## config.mk

```make
export PLATFORM = sky130hd
export DESIGN_NAME = sdio_core
export DESIGN_NICKNAME = d
export VERILOG_FILES = /design/src/shared/sdio_pkg.sv /design/src/logic/sdio_core.sv
export SDC_FILE = /design/constraint.sdc
export NUM_CORES = 1
export LEC_CHECK = 0
export ABC_CLOCK_PERIOD_IN_PS = 4800
export BUFFER_PORTS_ARGS = -buffer_cell sky130_fd_sc_hd__buf_2
export CORE_UTILIZATION = 55
export DETAILED_ROUTE_END_ITERATION = 12
export PLACE_DENSITY = 0.84
export SYNTH_ARGS = -nofsm -noshare
export SYNTH_HDL_FRONTEND = slang
export SYNTH_SLANG_ARGS = --single-unit
```

## constraint.sdc

```tcl
create_clock -name mclk_in -period 4.8 [get_ports mclk_in]
set_input_delay 0.96 -clock mclk_in [delete_from_list [all_inputs] [get_ports mclk_in]]
set_output_delay 0.96 -clock mclk_in [all_outputs]
set_load 0.1 [all_outputs]
```

## src/shared/sdio_pkg.sv

```systemverilog
// constants and types for the servo driver contact i/o block
package sdio_pkg;
  // ----------------------------------------
  // register map (apb byte addresses)
  // ----------------------------------------
  localparam logic [7:0] ADDR_CTRL = 8'h00;
  localparam logic [7:0] ADDR_STATUS = 8'h04;
  localparam logic [7:0] ADDR_INPOS = 8'h08;
  localparam logic [7:0] ADDR_CMDPOS = 8'h0C;
  localparam logic [7:0] ADDR_MEASPOS = 8'h10;
  localparam logic [7:0] ADDR_ERR = 8'h14;
  localparam logic [7:0] ADDR_FAULT = 8'h18;
  // ----------------------------------------
  // ctrl fields
  // ----------------------------------------
  localparam int CTRL_FMT_LSB = 0;
  localparam int CTRL_POLE_LSB = 4;
  localparam int CTRL_MAINPWR_BIT = 8;
  localparam logic [31:0] CTRL_RESET = 32'h0000_0100;
  localparam logic [3:0] POLE_EST_A = 4'h4;
  localparam logic [3:0] POLE_EST_B = 4'h5;
  localparam logic [31:0] INPOS_RESET = 32'h0000_000A;
  // ----------------------------------------
  // status bits
  // ----------------------------------------
  localparam int ST_READY = 0;
  localparam int ST_FAULTOK = 1;
  localparam int ST_ENERGISED = 2;
  localparam int ST_INPOS = 3;
  localparam int ST_HOMED = 4;
  localparam int ST_HOMING = 5;
  localparam int ST_POLE = 6;
  localparam int ST_CLAMP = 7;
  localparam int ST_FWD_INH = 8;
  localparam int ST_REV_INH = 9;
  // ----------------------------------------
  // timing
  // ----------------------------------------
  localparam int FILT_CYCLES = 4;
  localparam int NUM_CONTACTS = 12;
  localparam int POLE_CYCLES = 16;
  // ----------------------------------------
  // types
  // ----------------------------------------
  typedef enum logic [1:0] {FMT_PULSE_DIR, FMT_FWD_REV, FMT_QUAD} sdio_fmt_e;
  typedef enum logic [1:0] {HOME_IDLE, HOME_SEEK, HOME_DONE} sdio_home_e;
endpackage

```

## src/logic/sdio_core.sv

```systemverilog
// contact i/o control logic of a single-axis servo driver
//
// Our own choices: the APB register port and the placing of the registers.
`timescale 1ns/1ps
// What this block does
// - servo enable energises motor under closed loop; release removes power.
// - pole parameter at either special setting makes enable start pole estimation.
// - rising alarm clear cancels a latched alarm, but only while servo enable is off.
// - torque clamp input active applies torque limit, else limit off.
// - forward limit low inhibits forward motion.
// - reverse limit low inhibits reverse motion.
// - home switch marks origin area and is used while homing.
// - homing start begins a homing sequence.
// - command pulses counted only while pulse gate is high.
// - deviation clear zeroes the position error counter.
// - deviation clear sets command position to measured position.
// - ready only with main power present and no alarm latched.
// - fault ok output high in normal running, low after alarm trip.
// - positioning complete while error within in-position range.
// - homing done asserted after homing finishes successfully.
// - pulse input supports pulse-direction, fwd/rev trains and quadrature.
// - brake release asserted while motor energised (enable on, main power present, no alarm).
module sdio_core (
  input wire logic mclk_in,
  input wire logic rst_in,
  input wire logic servo_enable_in,
  input wire logic alarm_clear_in,
  input wire logic torque_clamp_in,
  input wire logic fwd_limit_in,
  input wire logic rev_limit_in,
  input wire logic home_switch_in,
  input wire logic homing_start_in,
  input wire logic pulse_input_gate,
  input wire logic deviation_clear_in,
  input wire logic cmd_pulse_pos,
  input wire logic cmd_dir_pos,
  input wire logic fault_trip_in,
  input wire logic enc_step_in,
  input wire logic enc_dir_in,
  input wire logic psel,
  input wire logic penable,
  input wire logic pwrite,
  input wire logic [7:0] paddr,
  input wire logic [31:0] pwdata,
  output logic [31:0] prdata,
  output logic pready,
  output logic pslverr,
  output logic servo_ready_out,
  output logic fault_ok_out,
  output logic motor_power_out,
  output logic torque_limit_out,
  output logic fwd_inhibit_out,
  output logic rev_inhibit_out,
  output logic pole_est_out,
  output logic in_position_out,
  output logic homing_done_out,
  output logic homing_active_out,
  output logic brake_release_out
);
  // ----------------------------------------
  // input synchronisers and filters
  // ----------------------------------------
  logic [sdio_pkg::NUM_CONTACTS-1:0] raw_w;
  logic [sdio_pkg::NUM_CONTACTS-1:0] s1_q;
  logic [sdio_pkg::NUM_CONTACTS-1:0] s2_q;
  logic [sdio_pkg::NUM_CONTACTS-1:0] filt_q;
  logic [sdio_pkg::NUM_CONTACTS-1:0] filt_prev_q;
  assign raw_w = {enc_dir_in, enc_step_in, fault_trip_in, cmd_dir_pos, cmd_pulse_pos, deviation_clear_in,
                  pulse_input_gate, homing_start_in, home_switch_in, rev_limit_in, fwd_limit_in,
                  {servo_enable_in ^ 1'b0}};
  genvar gi;
  generate
    for (gi = 0; gi < sdio_pkg::NUM_CONTACTS; gi++) begin : g_in
      logic [2:0] cnt_q;
      always_ff @(posedge mclk_in) begin
        if (rst_in) begin
          s1_q[gi] <= 1'b0;
          s2_q[gi] <= 1'b0;
          filt_q[gi] <= 1'b0;
          cnt_q <= 3'h0;
        end else begin
          s1_q[gi] <= raw_w[gi];
          s2_q[gi] <= s1_q[gi];
          // a level must hold several cycles before it is believed, rejecting contact bounce
          if (s2_q[gi] == filt_q[gi]) begin
            cnt_q <= 3'h0;
          end else if (cnt_q == 3'(sdio_pkg::FILT_CYCLES - 1)) begin
            filt_q[gi] <= s2_q[gi];
            cnt_q <= 3'h0;
          end else begin
            cnt_q <= cnt_q + 3'h1;
          end
        end
      end
    end
  endgenerate
  // alarm clear is not in the vector above; it gets its own two-stage path and filter
  logic clr_s1_q;
  logic clr_s2_q;
  logic clr_f_q;
  logic clr_prev_q;
  logic [2:0] clr_cnt_q;
  always_ff @(posedge mclk_in) begin
    if (rst_in) begin
      clr_s1_q <= 1'b0;
      clr_s2_q <= 1'b0;
      clr_f_q <= 1'b0;
      clr_prev_q <= 1'b0;
      clr_cnt_q <= 3'h0;
      filt_prev_q <= '0;
    end else begin
      clr_s1_q <= alarm_clear_in;
      clr_s2_q <= clr_s1_q;
      clr_prev_q <= clr_f_q;
      filt_prev_q <= filt_q;
      if (clr_s2_q == clr_f_q) begin
        clr_cnt_q <= 3'h0;
      end else if (clr_cnt_q == 3'(sdio_pkg::FILT_CYCLES - 1)) begin
        clr_f_q <= clr_s2_q;
        clr_cnt_q <= 3'h0;
      end else begin
        clr_cnt_q <= clr_cnt_q + 3'h1;
      end
    end
  end
  // ----------------------------------------
  // named filtered contacts
  // ----------------------------------------
  wire son_w = filt_q[0];
  wire fwd_ok_w = filt_q[1];
  wire rev_ok_w = filt_q[2];
  wire home_sw_w = filt_q[3];
  wire home_rise_w = filt_q[4] & ~filt_prev_q[4];
  wire gate_w = filt_q[5];
  wire dev_clr_w = filt_q[6];
  wire cp_w = filt_q[7];
  wire cd_w = filt_q[8];
  wire trip_w = filt_q[9];
  wire enc_rise_w = filt_q[10] & ~filt_prev_q[10];
  wire enc_dir_w = filt_q[11];
  wire clr_rise_w = clr_f_q & ~clr_prev_q;
  wire cp_rise_w = cp_w & ~filt_prev_q[7];
  wire cp_fall_w = ~cp_w & filt_prev_q[7];
  wire cd_rise_w = cd_w & ~filt_prev_q[8];
  wire cd_fall_w = ~cd_w & filt_prev_q[8];
  // torque clamp bypasses the vector; sample it through its own pair
  logic tq_s1_q;
  logic tq_s2_q;
  always_ff @(posedge mclk_in) begin
    if (rst_in) begin
      tq_s1_q <= 1'b0;
      tq_s2_q <= 1'b0;
    end else begin
      tq_s1_q <= torque_clamp_in;
      tq_s2_q <= tq_s1_q;
    end
  end
  // ----------------------------------------
  // registers
  // ----------------------------------------
  logic [31:0] ctrl_q;
  logic [31:0] inpos_q;
  logic [31:0] cmd_pos_q;
  logic [31:0] meas_pos_q;
  logic fault_q;
  logic pole_busy_q;
  logic [4:0] pole_cnt_q;
  logic son_prev_q;
  sdio_pkg::sdio_home_e home_q;
  wire [1:0] fmt_w = ctrl_q[sdio_pkg::CTRL_FMT_LSB +: 2];
  wire [3:0] pole_w = ctrl_q[sdio_pkg::CTRL_POLE_LSB +: 4];
  wire main_pwr_w = ctrl_q[sdio_pkg::CTRL_MAINPWR_BIT];
  wire [31:0] err_w = cmd_pos_q - meas_pos_q;
  wire [31:0] abs_err_w = err_w[31] ? (32'h0 - err_w) : err_w;
  wire energise_w = son_w & ~fault_q & main_pwr_w;
  wire pole_sel_w = (pole_w == sdio_pkg::POLE_EST_A) | (pole_w == sdio_pkg::POLE_EST_B);
  // ----------------------------------------
  // pulse format decode
  // ----------------------------------------
  logic step_w;
  logic dir_w;
  always_comb begin
    step_w = 1'b0;
    dir_w = 1'b0;
    case (fmt_w)
      2'h0: begin
        step_w = cp_rise_w;
        dir_w = cd_w;
      end
      2'h1: begin
        step_w = cp_rise_w | cd_rise_w;
        dir_w = ~cp_rise_w;
      end
      2'h2: begin
        step_w = cp_rise_w | cp_fall_w | cd_rise_w | cd_fall_w;
        dir_w = (cp_rise_w & ~cd_w) | (cp_fall_w & cd_w) | (cd_rise_w & cp_w) | (cd_fall_w & ~cp_w);
      end
      default: step_w = 1'b0;
    endcase
  end
  wire fwd_blk_w = dir_w ? 1'b0 : ~fwd_ok_w;
  wire rev_blk_w = dir_w ? ~rev_ok_w : 1'b0;
  wire step_ok_w = step_w & gate_w & energise_w & ~fwd_blk_w & ~rev_blk_w;
  // ----------------------------------------
  // apb slave
  // ----------------------------------------
  wire wr_w = psel & penable & pwrite;
  wire rd_w = psel & penable & ~pwrite;
  wire hit_w = (paddr == sdio_pkg::ADDR_CTRL) | (paddr == sdio_pkg::ADDR_STATUS) | (paddr == sdio_pkg::ADDR_INPOS)
               | (paddr == sdio_pkg::ADDR_CMDPOS) | (paddr == sdio_pkg::ADDR_MEASPOS) | (paddr == sdio_pkg::ADDR_ERR)
               | (paddr == sdio_pkg::ADDR_FAULT);
  wire [31:0] status_w = {22'h0, ~fwd_ok_w, ~rev_ok_w, tq_s2_q, pole_busy_q, home_q == sdio_pkg::HOME_SEEK,
                          home_q == sdio_pkg::HOME_DONE, abs_err_w <= inpos_q, energise_w, ~fault_q,
                          main_pwr_w & ~fault_q};
  wire [31:0] rmux_w = (paddr == sdio_pkg::ADDR_CTRL) ? ctrl_q :
                       (paddr == sdio_pkg::ADDR_STATUS) ? status_w :
                       (paddr == sdio_pkg::ADDR_INPOS) ? inpos_q :
                       (paddr == sdio_pkg::ADDR_CMDPOS) ? cmd_pos_q :
                       (paddr == sdio_pkg::ADDR_MEASPOS) ? meas_pos_q :
                       (paddr == sdio_pkg::ADDR_ERR) ? err_w :
                       (paddr == sdio_pkg::ADDR_FAULT) ? {31'h0, fault_q} : 32'h0;
  always_ff @(posedge mclk_in) begin
    if (rst_in) begin
      prdata <= 32'h0;
      pready <= 1'b0;
      pslverr <= 1'b0;
      ctrl_q <= sdio_pkg::CTRL_RESET;
      inpos_q <= sdio_pkg::INPOS_RESET;
    end else begin
      // one wait state: pready rises in the second access cycle
      pready <= psel & penable & ~pready;
      pslverr <= psel & penable & ~pready & ~hit_w;
      prdata <= (rd_w & ~pready) ? rmux_w : 32'h0;
      // writes land on the completing edge, when the master sees pready
      if (wr_w & pready & (paddr == sdio_pkg::ADDR_CTRL))
        ctrl_q <= pwdata;
      if (wr_w & pready & (paddr == sdio_pkg::ADDR_INPOS))
        inpos_q <= pwdata;
    end
  end
  // ----------------------------------------
  // alarm, pole estimation, positions
  // ----------------------------------------
  always_ff @(posedge mclk_in) begin
    if (rst_in) begin
      fault_q <= 1'b0;
      son_prev_q <= 1'b0;
      pole_busy_q <= 1'b0;
      pole_cnt_q <= 5'h0;
      cmd_pos_q <= 32'h0;
      meas_pos_q <= 32'h0;
    end else begin
      son_prev_q <= son_w;
      // a new trip wins over a clear arriving in the same cycle
      if (trip_w)
        fault_q <= 1'b1;
      else if (clr_rise_w & ~son_w)
        fault_q <= 1'b0;
      if (son_w & ~son_prev_q & pole_sel_w & energise_w) begin
        pole_busy_q <= 1'b1;
        pole_cnt_q <= 5'h0;
      end else if (pole_busy_q) begin
        pole_cnt_q <= pole_cnt_q + 5'h1;
        if (pole_cnt_q == 5'(sdio_pkg::POLE_CYCLES - 1) || !energise_w) begin
          pole_busy_q <= 1'b0;
        end
      end
      if (enc_rise_w)
        meas_pos_q <= enc_dir_w ? meas_pos_q - 32'h1 : meas_pos_q + 32'h1;
      if (dev_clr_w) begin
        cmd_pos_q <= meas_pos_q;
      end else if (step_ok_w) begin
        cmd_pos_q <= dir_w ? cmd_pos_q - 32'h1 : cmd_pos_q + 32'h1;
      end
    end
  end
  // ----------------------------------------
  // homing sequence
  // ----------------------------------------
  always_ff @(posedge mclk_in) begin
    if (rst_in) begin
      home_q <= sdio_pkg::HOME_IDLE;
    end else begin
      case (home_q)
        sdio_pkg::HOME_IDLE: begin
          if (home_rise_w & energise_w) begin
            home_q <= sdio_pkg::HOME_SEEK;
          end
        end
        sdio_pkg::HOME_SEEK: begin
          if (!energise_w) begin
            home_q <= sdio_pkg::HOME_IDLE;
          end else if (home_sw_w) begin
            home_q <= sdio_pkg::HOME_DONE;
          end
        end
        sdio_pkg::HOME_DONE: begin
          if (home_rise_w & energise_w) begin
            home_q <= sdio_pkg::HOME_SEEK;
          end else if (fault_q) begin
            home_q <= sdio_pkg::HOME_IDLE;
          end
        end
        default: home_q <= sdio_pkg::HOME_IDLE;
      endcase
    end
  end
  // ----------------------------------------
  // registered outputs
  // ----------------------------------------
  always_ff @(posedge mclk_in) begin
    if (rst_in) begin
      servo_ready_out <= 1'b0;
      fault_ok_out <= 1'b0;
      motor_power_out <= 1'b0;
      torque_limit_out <= 1'b0;
      fwd_inhibit_out <= 1'b1;
      rev_inhibit_out <= 1'b1;
      pole_est_out <= 1'b0;
      in_position_out <= 1'b0;
      homing_done_out <= 1'b0;
      homing_active_out <= 1'b0;
      brake_release_out <= 1'b0;
    end else begin
      servo_ready_out <= main_pwr_w & ~fault_q & ~trip_w;
      fault_ok_out <= ~fault_q & ~trip_w;
      motor_power_out <= energise_w & ~trip_w;
      torque_limit_out <= tq_s2_q;
      fwd_inhibit_out <= ~fwd_ok_w;
      rev_inhibit_out <= ~rev_ok_w;
      pole_est_out <= pole_busy_q;
      in_position_out <= abs_err_w <= inpos_q;
      homing_done_out <= home_q == sdio_pkg::HOME_DONE;
      homing_active_out <= home_q == sdio_pkg::HOME_SEEK;
      brake_release_out <= energise_w & ~trip_w;
    end
  end
endmodule

```

# --- Word-level counts from Yosys, hierarchy flattened ---
# Cells that the tools add are included.
classes:
  n_addsub: 20
  order_cmp: 1
  eq_ne: 42
  mux: 27
  bitwise: 82
  n_reduce_logical: 36
op_table:
  columns: ["op", "n"]
  rows:
  - ["32-bit two-way mux", 11]
  - ["32-bit by 1-bit adder with 32-bit output, second input constant", 2]
  - ["32-bit by 1-bit subtractor with 32-bit output, second input constant", 2]
  - ["3-bit by 1-bit adder with 3-bit output, second input constant", 13]
  - ["3-bit by 2-bit == test with 1-bit output, second input constant", 13]
  - ["3-bit OR reduction", 13]
  - ["1-bit AND", 35]
  - ["1-bit inverter", 33]
  - ["32-bit <= comparator", 1]
  - ["1-bit by 32-bit subtractor with 32-bit output, first input constant", 1]
  - ["32-bit subtractor", 1]
  - ["2-bit AND reduction", 13]
  - ["8-bit by 5-bit == test with 1-bit output, second input constant", 3]
  - ["8-bit by 4-bit == test with 1-bit output, second input constant", 2]
  - ["1-bit OR", 14]
  - ["1-bit == test", 13]
  - ["2-bit two-way mux", 5]
  - ["4-bit by 3-bit == test with 1-bit output, second input constant", 2]
  - ["8-bit by 3-bit == test with 1-bit output, second input constant", 1]
  - ["8-bit logical NOT", 1]
  - ["1-bit two-way mux", 8]
  - ["1-bit one-hot mux with 3 select lines", 2]
  - ["2-bit one-hot mux with 3 select lines", 1]
  - ["5-bit by 1-bit adder with 5-bit output, second input constant", 1]
  - ["other kinds (12)", 17]
word_totals:
  regBits: 274
  in_bits: 59
  output_inout_bits: 45
  elab_cells: 286

# --- Logic depth before layout (Yosys ltp) ---
logic_depth:
  word_depth: 13
  mapped_depth: 25
  depth_no_buf: 24

# --- Worst setup path before layout ---
# OpenSTA, ideal clock, no wires.
synth_path:
  kind: "register to register"
  from: "reg meas_pos_q[7]"
  to: "reg prdata[3]"
  setup_ps: 120
  t_arrival_ps: 4430
  required_time_ps: 4680
  slack_ps: 251
  stages_incl_launch_ff: 21
  synth_period_minus_slack_ps: 4549
  path_cell_list: "dfxtp_1 inv_1 ha_1 and2_1 a221o_1 o21ai_1 or3b_1 xor2_1 a2111oi_4 nand4_4 nor4b_1 a31oi_1 xor2_1 ha_1 nand4_1 nor2_1 nand2_1 nor3_1 o21a_1 o21ai_0 o31a_1"
synth_via:
  elab_chain_len: 6
synth_rtl:
  columns: ["element", "line", "text"]
  rows:
  - ["start, declared", "sdio_core.sv:164", "logic [31:0] meas_pos_q;"]
  - ["start signal, assigned", "sdio_core.sv:269", "meas_pos_q <= enc_dir_w ? meas_pos_q - 32'h1 : meas_pos_q + 32'h1;"]
  - ["32-bit subtractor *", "sdio_core.sv:173", "wire [31:0] err_w = cmd_pos_q - meas_pos_q;"]
  - ["1-bit by 32-bit subtractor with 32-bit output", "sdio_core.sv:174", "wire [31:0] abs_err_w = err_w[31] ? (32'h0 - err_w) : err_w;"]
  - ["32-bit two-way mux *", "sdio_core.sv:174", null]
  - ["32-bit <= comparator *", "sdio_core.sv:213", "home_q == sdio_pkg::HOME_DONE, abs_err_w <= inpos_q, energise_w, ~fault_q,"]
  - ["32-bit two-way mux *", "sdio_core.sv:216", "(paddr == sdio_pkg::ADDR_STATUS) ? status_w :"]
  - ["32-bit two-way mux *", "sdio_core.sv:215", "wire [31:0] rmux_w = (paddr == sdio_pkg::ADDR_CTRL) ? ctrl_q :"]
  - ["end signal, assigned", "sdio_core.sv:233", "prdata <= (rd_w & ~pready) ? rmux_w : 32'h0;"]
  - ["end, declared", "sdio_core.sv:45", "output logic [31:0] prdata,"]
# Mark *: on every way between the ends. The rest lies on a longest branch, timed or not.
# A chain may end at the register's enable or synchronous reset.

# --- Worst setup path in the final report ---
layout_path:
  from: "reg cmd_pos_q[9]"
  to: "reg prdata[3]"
layout_via:
  elab_chain_len: 6
layout_rtl:
  columns: ["element", "line", "text"]
  rows:
  - ["start, declared", "sdio_core.sv:163", "logic [31:0] cmd_pos_q;"]
  - ["start signal, assigned", "sdio_core.sv:271", "cmd_pos_q <= meas_pos_q;"]
  - ["start signal, assigned", "sdio_core.sv:273", "cmd_pos_q <= dir_w ? cmd_pos_q - 32'h1 : cmd_pos_q + 32'h1;"]
  - ["32-bit subtractor *", "sdio_core.sv:173", null]
  - ["1-bit by 32-bit subtractor with 32-bit output", "sdio_core.sv:174", null]
  - ["32-bit two-way mux *", "sdio_core.sv:174", null]
  - ["32-bit <= comparator *", "sdio_core.sv:213", null]
  - ["32-bit two-way mux *", "sdio_core.sv:216", null]
  - ["32-bit two-way mux *", "sdio_core.sv:215", null]
# Marked as above.

==> results.cfg <==
[yosys]
mappedNetlistNets = 2349
asyncSetResetFlopFracSynth_pct = 0
synth-edff-count = 0
ys_dominant_reg_cell = sky130_fd_sc_hd__dfxtp_1
postSynthRegisterBits = 267
syn-instance-count = 2133
synth_seq_area_share_pct = 31.36
postSynthAreaPerCell_um2 = 7.991
synthesis.area_um2 = 17050
synth.lib_cells_used.distinct = 94
yosys_warn_count = 0

[power]
ir_drop_v = 0.0003065
power_leakage_nw = 8.219
cellPowerDensity_nw_per_um2 = 237.5

[finish]
syn2layout_area_growth_pct = 16.27
final_layout_size_suffix_gt1_share_pct = 15.64
fin_util_pct = 64.96
design.final.nets = 2490
final_cell_count_no_fill = 2691
diodes = 0

[detailed_routing]
violation_count_after_the_first_detailed_route_iteration = 1409
detail_route.wl_per_cell_um = 18.65
final_routed_wirelength_across_all_metal_layers_um = 50180
total_via_count_after_detailed_routing = 16600
drt_first_pass_iters = 9
route.antenna.remaining_nets = 0
post_drt_via_cell_ratio = 6.169
post-route-drc-count = 0

[floorplan]
die_h_um = 178.0
dieWidth_um = 178.0
effective_utilization_at_floorplan_pct = 55.87
design.portCount = 104
placeableCoreArea_um2 = 30510
row_count = 64
fp.dieArea_um2 = 31700

[sta]
final_critical_path_setup_slack_ns = 0.09501
tns_ns = 0
post-route-period-util_pct = 98.02
setup-violations-final = 0
pin_slew_with_the_least_headroom_to_its_limit_ns = 1.251
fin_skew_ns = 0.03068
period_minus_slack_ns = 4.705
relSlewSlack_pct = 16.59
timing_hold_violations_final = 0
peak_freq_mhz = 212.5
rsz0062_at_grt = yes
final-max-slew-violation-count = 0

[status]
status = finished clean

[cts]
cts_tree = built
cts_buffer_depth = 3
clock_sinks = 267
h-tree-depth = 1
ctsHoldBuffers = 0
clkSlewWorstSetupHoldPaths_ns = 0.07
cts_inserted_buffers = 28
clock_insertion_delay_worst_skew_ns = 0.58
root_buffer = sky130_fd_sc_hd__clkbuf_16

[global_routing]
number_of_global_route_vias_before_repair = 15890
track_usage_pct = 30.44
pin_count_of_the_biggest_net_entering_global_routing = 90
grt-ovfl-total = 0
antenna_found_initial = 1
wire_length_of_the_first_global_routing_pass_um = 78070

[placed_design]
detailed_placement_wirelength_estimate_um = 36780
pre_cts_ws_ns = -0.1310
placement.io_buffers = 103
placer_congestion_estimate = 0.9515
cell_count_after_placement = 2628

[setup_path]
critical_path.endpoint_type = register
cp_data_required_time_ns = 5.28
critical_path_type = reg2reg
worstSetupStartpointType = register
critical_path_peak_fanout = 8
critPathArrivalTime_ns = 5.18

[worst_hold_path]
hold_path.class = reg2reg

[run]
cap_violations = 0
[worst paths after layout]
check	to	cells past startpoint	slack, ns	from
min	g_in[6].cnt_q[0]	1	0.43	g_in[6].cnt_q[0]
max	prdata[3]	21	0.1	cmd_pos_q[9]
max reg2reg	prdata[3]	21	0.1	cmd_pos_q[9]
min reg2reg	g_in[6].cnt_q[0]	1	0.43	g_in[6].cnt_q[0]
[stage by stage]
| stage | total power, W | instance area (µm²) | hold slack [ns] |
|---|---|---|---|
| after floorplan | 0.002368 | 17050 | 0.3990 |
| after global placement | 0.002419 | 18410 | 0.4064 |
| after detailed placement | 0.002423 | 18410 | 0.4161 |
| after CTS | 0.004726 | 19440 | 0.4299 |
| after global routing | 0.004830 | 19820 | 0.4478 |
| final | 0.004707 | 19820 | 0.4285 |
[sequential cells by signal, summed over array words and instances (netlist names), 3 cells and up]
name	count
clr_cnt_q	3
cmd_pos_q	32
ctrl_q	32
filt_prev_q	5
g_in.cnt_q	36
inpos_q	32
meas_pos_q	32
pole_cnt_q	5
prdata	32
s1_q	12
s2_q	12
[cell usage after synthesis (8+ instances only)]
| cell | number | area share, % |
|---|---|---|
| sky130_fd_sc_hd__nand2_1 | 275 | 6.1 |
| sky130_fd_sc_hd__dfxtp_1 | 267 | 31 |
| sky130_fd_sc_hd__a21oi_1 | 239 | 7.0 |
| sky130_fd_sc_hd__nor2_1 | 186 | 4.1 |
| sky130_fd_sc_hd__ha_1 | 154 | 11 |
| sky130_fd_sc_hd__inv_1 | 126 | 2.8 |
| sky130_fd_sc_hd__clkbuf_1 | 92 | 2.0 |
| sky130_fd_sc_hd__o21ai_0 | 84 | 2.5 |
| sky130_fd_sc_hd__xnor2_1 | 81 | 4.2 |
| sky130_fd_sc_hd__nor2b_1 | 57 | 2.1 |
| sky130_fd_sc_hd__a221oi_1 | 42 | 2.2 |
| sky130_fd_sc_hd__nor3_1 | 42 | 1.2 |
| sky130_fd_sc_hd__a21o_1 | 41 | 1.8 |
| sky130_fd_sc_hd__nand3_1 | 37 | 1.1 |
| sky130_fd_sc_hd__xor2_1 | 33 | 1.7 |
| sky130_fd_sc_hd__a211oi_1 | 32 | 1.4 |
| sky130_fd_sc_hd__mux2i_1 | 24 | 1.4 |
| sky130_fd_sc_hd__o21a_1 | 24 | 1.1 |
| sky130_fd_sc_hd__or3_1 | 20 | 0.73 |
| sky130_fd_sc_hd__and2_1 | 18 | 0.66 |
| sky130_fd_sc_hd__nand4_1 | 17 | 0.62 |
| sky130_fd_sc_hd__nand2b_1 | 16 | 0.59 |
| sky130_fd_sc_hd__and3_1 | 14 | 0.51 |
| sky130_fd_sc_hd__o211ai_1 | 14 | 0.62 |
| sky130_fd_sc_hd__a221o_1 | 12 | 0.70 |
| sky130_fd_sc_hd__a31oi_1 | 9 | 0.33 |
| sky130_fd_sc_hd__a311oi_1 | 8 | 0.41 |
| sky130_fd_sc_hd__o21bai_1 | 8 | 0.35 |
[cells by family after synthesis]
logic type / share of synthesized area (%)
flops: 31.36
xor+xnor: 5.953
fa+ha+maj: 11.66
mux: 2.268
simple gates: 20.27
compound gates: 23.28
buf+inv: 5.204
[repair_timing]
| item | CTS | global route |
|---|---|---|
| resized for setup | 8 | 60 |
| endpoints found under the setup margin | 2 | 6 |
| gates cloned | 0 | 0 |
| setup buffers | 0 | 12 |
| pin swaps | 0 | 33 |
[final cells by class]
type	instances	area [µm²]
clock inverters	13	209.0
multi-input cells	1638	11150
flip-flops and latches	267	5354
inverters	128	480.5
well taps	396	495.5
repair buffers	211	1344
fillers	2427	10690
clock buffers	38	788.3
[worst max-delay path: stages (launching register included)]
cell                        delay (ns)
sky130_fd_sc_hd__dfxtp_1          0.39
sky130_fd_sc_hd__ha_2             0.34
sky130_fd_sc_hd__o21a_1           0.20
sky130_fd_sc_hd__a21o_2           0.26
sky130_fd_sc_hd__o211ai_1         0.30
sky130_fd_sc_hd__a21o_1           0.23
sky130_fd_sc_hd__nor3_4           0.08
sky130_fd_sc_hd__buf_4            0.16
sky130_fd_sc_hd__a2111oi_1        0.44
sky130_fd_sc_hd__o311ai_1         0.19
sky130_fd_sc_hd__a21oi_2          0.29
sky130_fd_sc_hd__buf_4            0.18
sky130_fd_sc_hd__a31oi_2          0.08
sky130_fd_sc_hd__xnor2_1          0.15
sky130_fd_sc_hd__ha_1             0.31
sky130_fd_sc_hd__nand4_1          0.12
sky130_fd_sc_hd__nor2_2           0.19
sky130_fd_sc_hd__nand2_2          0.10
sky130_fd_sc_hd__nor3_4           0.15
sky130_fd_sc_hd__o21a_1           0.14
sky130_fd_sc_hd__o21ai_1          0.07
sky130_fd_sc_hd__o31a_1           0.23
[cell usage in the layout (no fill, tap or decap), types with 9 or more instances in the layout]
master,n
sky130_fd_sc_hd__clkbuf_16,28
sky130_fd_sc_hd__and3_1,14
sky130_fd_sc_hd__nand2_1,274
sky130_fd_sc_hd__nor2b_1,56
sky130_fd_sc_hd__xnor2_1,79
sky130_fd_sc_hd__a21o_1,40
sky130_fd_sc_hd__or3_1,20
sky130_fd_sc_hd__ha_1,147
sky130_fd_sc_hd__dfxtp_1,260
sky130_fd_sc_hd__a221oi_1,41
sky130_fd_sc_hd__o21ai_0,79
sky130_fd_sc_hd__o21ai_1,9
sky130_fd_sc_hd__o211ai_1,14
sky130_fd_sc_hd__a221o_1,12
sky130_fd_sc_hd__and2_1,18
sky130_fd_sc_hd__o21a_1,24
sky130_fd_sc_hd__nand3_1,35
sky130_fd_sc_hd__a21oi_2,9
sky130_fd_sc_hd__nor3_1,37
sky130_fd_sc_hd__nand4_1,17
sky130_fd_sc_hd__xor2_1,33
sky130_fd_sc_hd__buf_4,105
sky130_fd_sc_hd__a211oi_1,31
sky130_fd_sc_hd__mux2i_1,24
sky130_fd_sc_hd__nor2_1,184
sky130_fd_sc_hd__a21oi_1,231
sky130_fd_sc_hd__inv_1,125
sky130_fd_sc_hd__nand2b_1,16
sky130_fd_sc_hd__buf_2,102
[where the power goes]
part / switching, W / total (W) / internal [W] / leakage (nW)
logic: 0.0000942 / 0.000138 / 0.0000441 / 5.58
registers: 0.00000798 / 0.00224 / 0.00223 / 2.16
clock network: 0.000951 / 0.00233 / 0.00138 / 0.482
total: 0.00105 / 0.00471 / 0.00365 / 8.22
[routing by layer]
layer  share of wire, %  wire length (µm)  global-route usage, %  vias up
li1                   -                 -                      -     7868
met1                 39             19460                  35.17     7744
met2                 49             24620                  54.20      748
met3                5.6              2790                  3.474      240
met4                6.6              3295                  17.38        2
met5              0.024                12                      0        -
(Power assumes the default switching activity.)
